[src/include/ppc_pkg.sv]
// constants and register map of the preset pulse counter
package ppc_pkg;
    // ==========================================
    // clock and time base
    localparam int unsigned PPC_CLK_HZ      = 200_000_000;
    localparam int unsigned PPC_SEC_UNIT    = 1;
    localparam int unsigned PPC_SEC_CYCLES  = PPC_CLK_HZ * PPC_SEC_UNIT;
    // ==========================================
    // register byte offsets
    localparam logic [5:0]  PPC_OFF_CTRL    = 6'h00;
    localparam logic [5:0]  PPC_OFF_PRESET  = 6'h04;
    localparam logic [5:0]  PPC_OFF_LIMIT0  = 6'h08;
    localparam logic [5:0]  PPC_OFF_LIMIT1  = 6'h0c;
    localparam logic [5:0]  PPC_OFF_DELAY   = 6'h10;
    localparam logic [5:0]  PPC_OFF_SCALER  = 6'h14;
    localparam logic [5:0]  PPC_OFF_DIVIDE  = 6'h18;
    localparam logic [5:0]  PPC_OFF_COUNT   = 6'h1c;
    localparam logic [5:0]  PPC_OFF_TOTAL   = 6'h20;
    localparam logic [5:0]  PPC_OFF_BATCH   = 6'h24;
    localparam logic [5:0]  PPC_OFF_TIME    = 6'h28;
    localparam logic [5:0]  PPC_OFF_STATUS  = 6'h2c;
    // ==========================================
    // control and status fields
    localparam int unsigned PPC_CTRL_MODE_LSB  = 0;
    localparam int unsigned PPC_CTRL_SYS_LSB   = 3;
    localparam int unsigned PPC_CTRL_LATCH_LSB = 5;
    localparam int unsigned PPC_CTRL_SHOWB_BIT = 7;
    localparam int unsigned PPC_STAT_OVR_BIT   = 2;
    // ==========================================
    // reset values and ranges
    localparam logic [31:0] PPC_PRESET_RST  = 32'h0000_03e8;
    localparam logic [31:0] PPC_LIMIT_RST   = 32'h0000_0000;
    localparam logic [23:0] PPC_DELAY_MIN   = 24'h00_0001;
    localparam logic [23:0] PPC_DELAY_MAX   = 24'h98_967f;
    localparam logic [23:0] PPC_SCALER_MAX  = 24'h98_967f;
    localparam logic [23:0] PPC_SCALE_ONE   = 24'h01_86a0;
    localparam logic [31:0] PPC_DISP_MAX    = 32'h0098_967f;
    localparam logic [9:0]  PPC_HOUR_MAX    = 10'h3e7;
    localparam logic [5:0]  PPC_MINSEC_MAX  = 6'h3b;
    // ==========================================
    // modes
    typedef enum logic [2:0] {
        PPC_UP_MANUAL, PPC_UP_AUTO, PPC_UP_DELAY,
        PPC_DN_MANUAL, PPC_DN_AUTO, PPC_DN_DELAY
    } ppc_mode_t;
    typedef enum logic [1:0] {
        PPC_SYS_COUNTER, PPC_SYS_RATE, PPC_SYS_RPM, PPC_SYS_FREQ
    } ppc_sys_t;
endpackage

[src/rtl/ppc_counter.sv]
// preset pulse counter channel with totalizer, batch, scaling, run time and avalon registers
//
// Local design decisions: the Avalon-MM register port and the register offsets.
`timescale 1ns/10ps
module ppc_counter
    import ppc_pkg::*;
#(
    parameter int unsigned SEC_CYCLES = PPC_SEC_CYCLES
) (
    input  wire logic        sys_clk_in,
    input  wire logic        rst_in,
    input  wire logic        pulse_in,
    input  wire logic        channel_choose_key_in,
    input  wire logic        reset_key_in,
    input  wire logic        data_key_in,
    input  wire logic        time_key_in,
    input  wire logic [5:0]  avs_address_in,
    input  wire logic        avs_read_in,
    input  wire logic        avs_write_in,
    input  wire logic [31:0] avs_writedata_in,
    input  wire logic [3:0]  avs_byteenable_in,
    output logic      [31:0] avs_readdata_out,
    output logic             avs_waitrequest_out,
    output logic      [1:0]  limit_out,
    output logic      [31:0] count_out,
    output logic             over_range_out
);
    // refused at elaboration: a second shorter than two cycles leaves the divider nothing to count
    if (SEC_CYCLES < 2) begin
        $error("SEC_CYCLES too small");
    end
    // ==========================================
    // register bus
    logic        ack_q;
    logic        wr_en;
    logic [31:0] ctrl_q, preset_q, lim0_q, lim1_q, divide_q, rdata_d;
    logic [23:0] delay_q, scaler_q;
    logic [31:0] count_q, total_q, batch_q;
    logic [9:0]  hour_q;
    logic [5:0]  min_q, sec_q;
    logic        delay_act_q, ovr_q;
    logic [1:0]  lim_q;

    function automatic logic [31:0] merge(input logic [31:0] old, input logic [31:0] nw, input logic [3:0] be);
        logic [31:0] r;
        r = old;
        for (int i = 0; i < 4; i++) begin
            if (be[i]) r[i*8 +: 8] = nw[i*8 +: 8];
        end
        return r;
    endfunction

    // one wait cycle per access; the write lands on the edge waitrequest is low
    assign avs_waitrequest_out = (avs_read_in | avs_write_in) & ~ack_q;
    assign wr_en = avs_write_in & ack_q;

    always_ff @(posedge sys_clk_in or posedge rst_in) begin
        if (rst_in) ack_q <= 1'b0;
        else ack_q <= (avs_read_in | avs_write_in) & ~ack_q;
    end

    always_comb begin
        rdata_d = 32'h0000_0000;
        case (avs_address_in)
            PPC_OFF_CTRL:   rdata_d = ctrl_q;
            PPC_OFF_PRESET: rdata_d = preset_q;
            PPC_OFF_LIMIT0: rdata_d = lim0_q;
            PPC_OFF_LIMIT1: rdata_d = lim1_q;
            PPC_OFF_DELAY:  rdata_d = {8'h00, delay_q};
            PPC_OFF_SCALER: rdata_d = {8'h00, scaler_q};
            PPC_OFF_DIVIDE: rdata_d = divide_q;
            PPC_OFF_COUNT:  rdata_d = count_q;
            PPC_OFF_TOTAL:  rdata_d = total_q;
            PPC_OFF_BATCH:  rdata_d = batch_q;
            PPC_OFF_TIME:   rdata_d = {10'h000, hour_q, min_q, sec_q};
            PPC_OFF_STATUS: rdata_d = {28'h000_0000, delay_act_q, ovr_q, lim_q};
            default:        rdata_d = 32'h0000_0000;
        endcase
    end

    always_ff @(posedge sys_clk_in or posedge rst_in) begin
        if (rst_in) avs_readdata_out <= 32'h0000_0000;
        else if (avs_read_in & ~ack_q) avs_readdata_out <= rdata_d;
    end

    logic [31:0] delay_w, scaler_w;
    assign delay_w  = merge({8'h00, delay_q}, avs_writedata_in, avs_byteenable_in);
    assign scaler_w = merge({8'h00, scaler_q}, avs_writedata_in, avs_byteenable_in);

    always_ff @(posedge sys_clk_in or posedge rst_in) begin
        if (rst_in) begin
            ctrl_q   <= 32'h0000_0000;
            preset_q <= PPC_PRESET_RST;
            lim0_q   <= PPC_LIMIT_RST;
            lim1_q   <= PPC_LIMIT_RST;
            delay_q  <= PPC_DELAY_MIN;
            scaler_q <= 24'h00_0000;
            divide_q <= 32'h0000_0001;
        end else if (wr_en) begin
            case (avs_address_in)
                PPC_OFF_CTRL:   ctrl_q   <= merge(ctrl_q, avs_writedata_in, avs_byteenable_in) & 32'h0000_00ff;
                PPC_OFF_PRESET: preset_q <= merge(preset_q, avs_writedata_in, avs_byteenable_in);
                PPC_OFF_LIMIT0: lim0_q   <= merge(lim0_q, avs_writedata_in, avs_byteenable_in);
                PPC_OFF_LIMIT1: lim1_q   <= merge(lim1_q, avs_writedata_in, avs_byteenable_in);
                PPC_OFF_DELAY:  delay_q  <= (delay_w[23:0] < PPC_DELAY_MIN) ? PPC_DELAY_MIN :
                                            (delay_w[31:24] != 8'h00 || delay_w[23:0] > PPC_DELAY_MAX) ?
                                            PPC_DELAY_MAX : delay_w[23:0];
                PPC_OFF_SCALER: scaler_q <= (scaler_w[31:24] != 8'h00 || scaler_w[23:0] > PPC_SCALER_MAX) ?
                                            PPC_SCALER_MAX : scaler_w[23:0];
                PPC_OFF_DIVIDE: divide_q <= merge(divide_q, avs_writedata_in, avs_byteenable_in);
                default: ;
            endcase
        end
    end

    ppc_mode_t mode;
    ppc_sys_t  sys;
    logic      is_down, show_batch;
    logic [1:0] latch;
    assign mode       = ppc_mode_t'(ctrl_q[PPC_CTRL_MODE_LSB +: 3]);
    assign sys        = ppc_sys_t'(ctrl_q[PPC_CTRL_SYS_LSB +: 2]);
    assign latch      = ctrl_q[PPC_CTRL_LATCH_LSB +: 2];
    assign show_batch = ctrl_q[PPC_CTRL_SHOWB_BIT];
    assign is_down    = (mode == PPC_DN_MANUAL) || (mode == PPC_DN_AUTO) || (mode == PPC_DN_DELAY);

    // ==========================================
    // keys, pulse edge and second tick
    logic pulse_q, cnt_key_q, bat_key_q, tim_key_q;
    logic cnt_key, bat_key, tim_key, pulse_ev, cnt_clr, bat_clr, tim_clr;
    logic [31:0] tick_cnt_q;
    logic sec_tick;
    assign cnt_key  = channel_choose_key_in & reset_key_in;
    assign bat_key  = data_key_in & reset_key_in & show_batch;
    assign tim_key  = time_key_in & reset_key_in;
    assign pulse_ev = pulse_in & ~pulse_q;
    assign cnt_clr  = cnt_key & ~cnt_key_q;
    assign bat_clr  = bat_key & ~bat_key_q;
    assign tim_clr  = tim_key & ~tim_key_q;
    assign sec_tick = (tick_cnt_q == SEC_CYCLES - 1);

    always_ff @(posedge sys_clk_in or posedge rst_in) begin
        if (rst_in) begin
            {pulse_q, cnt_key_q, bat_key_q, tim_key_q} <= 4'h0;
        end else begin
            {pulse_q, cnt_key_q, bat_key_q, tim_key_q} <= {pulse_in, cnt_key, bat_key, tim_key};
        end
    end

    always_ff @(posedge sys_clk_in or posedge rst_in) begin
        if (rst_in) tick_cnt_q <= 32'h0000_0000;
        else if (sec_tick | tim_clr) tick_cnt_q <= 32'h0000_0000;
        else tick_cnt_q <= tick_cnt_q + 32'h0000_0001;
    end

    // ==========================================
    // scaling and division
    logic [23:0] acc_q, acc_sum;
    logic [31:0] div_cnt_q;
    logic [7:0]  step;
    logic        use_scaler, use_div;
    assign use_scaler = (scaler_q != 24'h00_0000);
    assign use_div    = ~use_scaler && (divide_q > 32'h0000_0001);
    assign acc_sum    = acc_q + scaler_q;

    always_comb begin
        step = 8'h01;
        if (use_scaler) begin
            step = 8'(acc_sum / PPC_SCALE_ONE);
        end else if (use_div) begin
            step = (div_cnt_q == divide_q - 32'h0000_0001) ? 8'h01 : 8'h00;
        end
    end

    always_ff @(posedge sys_clk_in or posedge rst_in) begin
        if (rst_in) begin
            acc_q     <= 24'h00_0000;
            div_cnt_q <= 32'h0000_0000;
        end else if (pulse_ev) begin
            // divider idles while scaler is set
            acc_q     <= use_scaler ? 24'(acc_sum - 24'(step) * PPC_SCALE_ONE) : 24'h00_0000;
            div_cnt_q <= (~use_div || step != 8'h00) ? 32'h0000_0000 : div_cnt_q + 32'h0000_0001;
        end
    end

    // ==========================================
    // channel count
    logic        counting, delay_done, cycle_hit, moved_q;
    logic [32:0] up_sum;
    logic [23:0] delay_left_q;
    assign counting   = pulse_ev && (sys != PPC_SYS_FREQ) && (step != 8'h00);
    assign up_sum     = {1'b0, count_q} + {25'h000_0000, step};
    assign delay_done = delay_act_q && sec_tick && (delay_left_q == PPC_DELAY_MIN);
    always_comb begin
        // a cycle ends at preset going up or zero going down
        cycle_hit = 1'b0;
        if (counting) begin
            if (is_down) cycle_hit = (count_q != 32'h0000_0000) && ({24'h00_0000, step} >= count_q);
            else cycle_hit = (count_q < preset_q) && (up_sum >= {1'b0, preset_q});
        end
    end

    always_ff @(posedge sys_clk_in or posedge rst_in) begin
        if (rst_in) begin
            count_q <= 32'h0000_0000;
            moved_q <= 1'b0;
        end else begin
            moved_q <= 1'b0;
            if (cnt_clr) begin
                count_q <= is_down ? preset_q : 32'h0000_0000;
            end else if (delay_done) begin
                count_q <= (mode == PPC_DN_DELAY) ? preset_q : 32'h0000_0000;
            end else if (counting && !is_down) begin
                moved_q <= 1'b1;
                // auto return to zero at preset
                if (mode == PPC_UP_AUTO && cycle_hit) count_q <= 32'h0000_0000;
                else if (up_sum > {1'b0, PPC_DISP_MAX}) count_q <= PPC_DISP_MAX;
                else count_q <= up_sum[31:0];
            end else if (counting && count_q != 32'h0000_0000) begin
                moved_q <= 1'b1;
                if (mode == PPC_DN_AUTO && cycle_hit) count_q <= preset_q;
                else if (cycle_hit) count_q <= 32'h0000_0000;
                else count_q <= count_q - {24'h00_0000, step};
            end
        end
    end

    always_ff @(posedge sys_clk_in or posedge rst_in) begin
        if (rst_in) begin
            delay_act_q  <= 1'b0;
            delay_left_q <= PPC_DELAY_MIN;
        end else if (cnt_clr || delay_done) begin
            delay_act_q  <= 1'b0;
        end else if (!delay_act_q && cycle_hit && (mode == PPC_UP_DELAY || mode == PPC_DN_DELAY)) begin
            delay_act_q  <= 1'b1;
            delay_left_q <= delay_q;
        end else if (delay_act_q && sec_tick) begin
            delay_left_q <= delay_left_q - PPC_DELAY_MIN;
        end
    end

    // over-range is sticky; a pulse landing on a clear still sets it
    always_ff @(posedge sys_clk_in or posedge rst_in) begin
        if (rst_in) ovr_q <= 1'b0;
        else if (counting && !is_down && !cycle_hit && up_sum > {1'b0, PPC_DISP_MAX}) ovr_q <= 1'b1;
        else if (wr_en && avs_address_in == PPC_OFF_STATUS && avs_writedata_in[PPC_STAT_OVR_BIT]) ovr_q <= 1'b0;
    end

    // ==========================================
    // limit outputs
    logic [1:0] lim_reach;
    assign lim_reach[0] = is_down ? (count_q <= lim0_q) : (count_q >= lim0_q);
    assign lim_reach[1] = is_down ? (count_q <= lim1_q) : (count_q >= lim1_q);

    always_ff @(posedge sys_clk_in or posedge rst_in) begin
        if (rst_in) lim_q <= 2'b00;
        else if (cnt_clr) lim_q <= 2'b00;
        else if (delay_done) lim_q <= lim_q & latch;
        // energize once the count reaches a limit
        else if (moved_q) lim_q <= lim_q | lim_reach;
    end
    assign limit_out      = lim_q;
    assign count_out      = count_q;
    assign over_range_out = ovr_q;

    // ==========================================
    // totalizer, batch, run time
    always_ff @(posedge sys_clk_in or posedge rst_in) begin
        if (rst_in) total_q <= 32'h0000_0000;
        // every step accumulates outside frequency mode
        else if (counting) total_q <= total_q + {24'h00_0000, step};
    end

    always_ff @(posedge sys_clk_in or posedge rst_in) begin
        if (rst_in) batch_q <= 32'h0000_0000;
        // completed cycle, kept over a clear in the same cycle
        else if (cycle_hit) batch_q <= batch_q + 32'h0000_0001;
        else if (bat_clr) batch_q <= 32'h0000_0000;
    end

    always_ff @(posedge sys_clk_in or posedge rst_in) begin
        if (rst_in) begin
            {hour_q, min_q, sec_q} <= 22'h00_0000;
        end else if (tim_clr) begin
            {hour_q, min_q, sec_q} <= 22'h00_0000;
        end else if (sec_tick && !(hour_q == PPC_HOUR_MAX && min_q == PPC_MINSEC_MAX && sec_q == PPC_MINSEC_MAX)) begin
            // hours minutes seconds, stops at the top
            sec_q <= (sec_q == PPC_MINSEC_MAX) ? 6'h00 : sec_q + 6'h01;
            if (sec_q == PPC_MINSEC_MAX) begin
                min_q <= (min_q == PPC_MINSEC_MAX) ? 6'h00 : min_q + 6'h01;
                if (min_q == PPC_MINSEC_MAX) hour_q <= hour_q + 10'h001;
            end
        end
    end

    // ==========================================
    // checks
    mode_reset_a: assert property (@(posedge sys_clk_in) disable iff (rst_in)
        cnt_clr |=> count_q == (is_down ? preset_q : 32'h0000_0000))
        else $error("manual clear value wrong");
    limit_clear_a: assert property (@(posedge sys_clk_in) disable iff (rst_in)
        cnt_clr |=> limit_out == 2'b00)
        else $error("limits not dropped on clear");
    auto_zero_a: assert property (@(posedge sys_clk_in) disable iff (rst_in)
        (mode == PPC_UP_AUTO && cycle_hit && !cnt_clr && !delay_done) |=> count_q == 32'h0000_0000)
        else $error("mode 1 did not return to zero");
    down_hold_a: assert property (@(posedge sys_clk_in) disable iff (rst_in)
        (mode == PPC_DN_MANUAL && count_q == 32'h0000_0000 && !cnt_clr) |=> count_q == 32'h0000_0000)
        else $error("mode 3 left zero without reload");
    auto_load_a: assert property (@(posedge sys_clk_in) disable iff (rst_in)
        (mode == PPC_DN_AUTO && cycle_hit && !cnt_clr && !delay_done) |=> count_q == $past(preset_q))
        else $error("mode 4 did not reload");
    delay_end_a: assert property (@(posedge sys_clk_in) disable iff (rst_in)
        (delay_done && !cnt_clr && mode == PPC_DN_DELAY) |=> count_q == $past(preset_q) && !(|(limit_out & ~latch)))
        else $error("delay end did not reload and release");
    total_step_a: assert property (@(posedge sys_clk_in) disable iff (rst_in)
        (sys == PPC_SYS_FREQ) |=> $stable(total_q) && ($stable(batch_q) || $past(bat_clr)))
        else $error("total or batch moved in frequency mode");
    batch_clr_a: assert property (@(posedge sys_clk_in) disable iff (rst_in)
        (bat_clr && !cycle_hit) |=> batch_q == 32'h0000_0000)
        else $error("batch not cleared");
    time_clr_a: assert property (@(posedge sys_clk_in) disable iff (rst_in)
        tim_clr |=> {hour_q, min_q, sec_q} == 22'h00_0000 ##1 tick_cnt_q == 32'h0000_0001)
        else $error("run time not restarted");
    range_cap_a: assert property (@(posedge sys_clk_in) disable iff (rst_in)
        !is_down |-> count_q <= PPC_DISP_MAX || $past(cnt_clr) || $past(delay_done) || $past(count_q) > PPC_DISP_MAX)
        else $error("count passed display range");
    bus_wait_a: assert property (@(posedge sys_clk_in) disable iff (rst_in)
        $rose(avs_read_in | avs_write_in) |-> avs_waitrequest_out ##1 !avs_waitrequest_out)
        else $error("bus answer not after one wait cycle");
endmodule

[config.mk]
export PLATFORM = sky130hd
export DESIGN_NAME = ppc_counter
export DESIGN_NICKNAME = d
export VERILOG_FILES = /design/src/include/ppc_pkg.sv /design/src/rtl/ppc_counter.sv
export SDC_FILE = /design/constraint.sdc
export NUM_CORES = 2
export LEC_CHECK = 0
export ABC_AREA = 1
export BUFFER_PORTS_ARGS = -buffer_cell sky130_fd_sc_hd__buf_4
export CORE_MARGIN = 2
export CORE_UTILIZATION = 64
export DETAILED_ROUTE_END_ITERATION = 7
export PLACE_DENSITY = 0.82
export SYNTH_ARGS = -nofsm -noshare
export SYNTH_HDL_FRONTEND = slang
export SYNTH_SLANG_ARGS = --single-unit
[constraint.sdc]
create_clock -name sys_clk_in -period 22 [get_ports sys_clk_in]
set_input_delay 5.5 -clock sys_clk_in [delete_from_list [all_inputs] [get_ports sys_clk_in]]
set_output_delay 5.5 -clock sys_clk_in [all_outputs]
set_load 0.1 [all_outputs]
==> impl_metrics.env <==
export IMPL_status="complete, no violations"
export IMPL_die_w_um=240.3
export IMPL_grt_pass1_vias=32882
export IMPL_crit_path_frequent_cell="nand2_1"
export IMPL_fin_nets=5341
export IMPL_cp_arrival_ns=16.21
export IMPL_finalMaxSlewViolations=0
export IMPL_grt_use_total_pct=42.20
export IMPL_crit_required_ns=22.52
export IMPL_reg2reg_to="delay_left_q[1]"
export IMPL_tns_ns=0
export IMPL_async_flop_share_pct=100.0
export IMPL_start_kind="flip-flop"
export IMPL_area_growth_pct=9.418
export IMPL_rsz0062_at_grt="no"
export IMPL_post_cts_buffers=0
export IMPL_synth_top_area_cell="dfrtp_1"
export IMPL_dp_hpwl_um=94470
export IMPL_synth_area_leaders="dfrtp_1 31%, nand2_1 11%, ha_1 9.0%"
export IMPL_clock_sinks=456
export IMPL_syn_inst=4944
export IMPL_path_class="flip-flop to flip-flop"
export IMPL_synth_top_area_share_pct=31.30
export IMPL_num_rows=86
export IMPL_synth_area_per_cell_um2=7.228
export IMPL_cts_buffer_depth=3
export IMPL_overflow=0
export IMPL_period_share_pct=71.31
export IMPL_synth_flop_cell="dfrtp_1"
export IMPL_max_slew_margin_rel_pct=22.07
export IMPL_dpl_cell_count=5713
export IMPL_start_util_pct=64.74
export IMPL_place_port_buffers=118
export IMPL_ys_warn_count=0
export IMPL_syn_nets=5268
export IMPL_r2r_start="scaler_q[0]"
export IMPL_boundaryPins=119
export IMPL_final_common_cell="nand2_1"
export IMPL_die_area_mm2=0.05774
export IMPL_min_to="tick_cnt_q[0]"
export IMPL_h_tree_depth=2
export IMPL_layout_drive_gt1_share_pct=8.422
export IMPL_drv_cap=0
export IMPL_grt_start_max_net_pins=122
export IMPL_coreArea_mm2=0.05520
export IMPL_hold_viol=0
export IMPL_cts_tree="yes"
export IMPL_routed_wl_um=123000
export IMPL_synth_edf_count=0
export IMPL_final_core_util_pct=70.84
export IMPL_worstHoldStart="tick_cnt_q[0]"
export IMPL_min_path_type="flip-flop to flip-flop"
export IMPL_grt_pass1_wl_um=187700
export IMPL_routedWlPerCell_um=21.19
export IMPL_yosys_cell_types_count=72
export IMPL_reg2regPathDepth=99
export IMPL_path_max_fanout=46
export IMPL_finalNonFillerCells=5806
export IMPL_clk_latency_ns=0.64
export IMPL_diodes=0
export IMPL_gp_congestion=1.040
export IMPL_routed_via_density=6.204
export IMPL_fin_skew_ns=0.02641
export IMPL_drt_iter0_markers=4311
export IMPL_regToRegSetupSlack_ns=6.31
export IMPL_route_detailed_drc=0
export IMPL_drt_antenna_violating_nets=0
export IMPL_worst_slew_pin_slew_ns=1.165
export IMPL_seq_area_frac_synth_pct=31.96
export IMPL_final_cell_mix="1,013 x nand2_1, 720 x inv_1, 447 x dfrtp_1, 411 x nor2_1, 385 x o21ai_0"
export IMPL_vias=36019
export IMPL_cts_root_buf="clkbuf_16"
export IMPL_antenna_found_initial=2
export IMPL_dr_pass1_iters=6
export IMPL_post_cts_resized=0
export IMPL_min_delay_path_depth=1
export IMPL_cts_clk_slew_worst_paths_ns=0.06
export IMPL_slowest_stage="clkinv_1"
export IMPL_cpPeakStageDelay_ns=0.94
export IMPL_finalSetupViolCount=0
export IMPL_die_h_um=240.3
export IMPL_netlist_area_mm2=0.03574
export IMPL_cts_buffers=50
export IMPL_ys_ff_latch=456
export IMPL_end_kind="flip-flop"
export IMPL_cts_hold_buf=0
export IMPL_fmax_mhz=63.74
export IMPL_fin_crit_ns=15.69
export IMPL_fillers=4702
## per-stage QoR
step,area (um^2),worst slack [ns],hold slack (ns)
after global placement,37340,7.000,0.4527
after detailed placement,37340,6.692,0.4596
final,39100,6.311,0.4702
after floorplan,35740,3.803,0.4329
after global routing,39100,4.728,0.4904
after CTS,39100,6.662,0.4673
## cells by family (layout without fill, tap and decap cells)
kind of cell | Yosys count | count (layout) | share of synthesized area, %
AO/OA/AOI/OAI | 1032 | 1032 | 17.08
XOR/XNOR | 209 | 209 | 5.175
adder cells (fa/ha/maj) | 273 | 273 | 9.915
buffers and inverters | 890 | 1004 | 9.565
flip-flops | 456 | 456 | 31.96
multiplexers | 25 | 25 | 0.7808
AND/OR/NAND/NOR | 2059 | 2059 | 25.52
## worst max-delay path, delay by kind of cell (launching register included)
| family | cells | cell delay [ns] |
|---|---|---|
| AO/OA/AOI/OAI | 8 | 2.07 |
| XOR/XNOR | 1 | 0.14 |
| adder cells (fa/ha/maj) | 5 | 1.51 |
| buffers and inverters | 11 | 2.18 |
| flip-flops | 1 | 0.44 |
| AND/OR/NAND/NOR | 74 | 9.17 |
## per-layer routing
metal	routed length, um	up-vias	global-route usage (%)
met2	51030	2149	61.40
met1	49600	16796	59.00
li1	-	16712	-
met5	22	-	0
met4	5678	4	17.05
met3	16670	358	11.91
## flip-flops by register name, summed over array words and instances (netlist names), 2 cells and up
signal and cells:
count_out 32, avs_readdata_out 32, limit_out 2, delay_left_q 24, preset_q 32, min_q 6, scaler_q 24, lim0_q 32
divide_q 32, batch_q 32, lim1_q 32, hour_q 10, div_cnt_q 32, ctrl_q 8, total_q 32, tick_cnt_q 32
delay_q 24, acc_q 24, sec_q 6
## final cells by class
type                       instances  area, um^2  share of cell area (%)
inverter                         751        2826                   7.228
timing repair buffer             160        1201                   3.072
clock inverter                    21       299.0                  0.7648
multi-input combinational       3598       20950                   53.59
tap                              748       935.9                   2.393
sequential                       456       11420                   29.21
clock buffer                      72        1464                   3.744
## cells in the mapped netlist, types with 6 or more instances
library cell / number
nor4_1: 43
o21a_1: 9
o221ai_1: 11
o21bai_1: 6
nand2_1: 1013
ha_1: 256
a22oi_1: 29
inv_2: 21
a31oi_1: 38
nor2_4: 6
nor2_1: 418
a21o_1: 7
mux2_2: 23
o21ai_2: 7
or2_2: 10
nor2_2: 13
clkinv_1: 9
nand3_1: 233
o2111ai_1: 17
o21ai_0: 385
o21ai_1: 8
xor2_1: 169
a221oi_1: 37
clkbuf_1: 132
a211oi_1: 10
nand3b_1: 14
a21oi_1: 259
o32ai_1: 10
nand2_4: 17
o31ai_1: 33
nand2_2: 41
xnor2_1: 39
nand4_1: 83
nand3_4: 6
o22ai_1: 117
a32o_1: 12
a41oi_1: 6
fa_1: 17
dfrtp_1: 447
and2_1: 7
dfstp_2: 9
inv_1: 721
o211ai_1: 7
nor3_1: 132
## worst max path at each step
stage	startpoint	endpoint	cells past startpoint
after detailed placement	scaler_q[0]	delay_left_q[1]	99
after global placement	scaler_q[0]	delay_left_q[13]	95
final	scaler_q[0]	delay_left_q[1]	99
after global routing	scaler_q[0]	delay_left_q[6]	100
after floorplan	rst_in	acc_q[0]	1
after CTS	scaler_q[0]	delay_left_q[1]	99
Power is not shown: default switching activity piles up to over one toggle a cycle in this logic, so the estimate is an artifact.
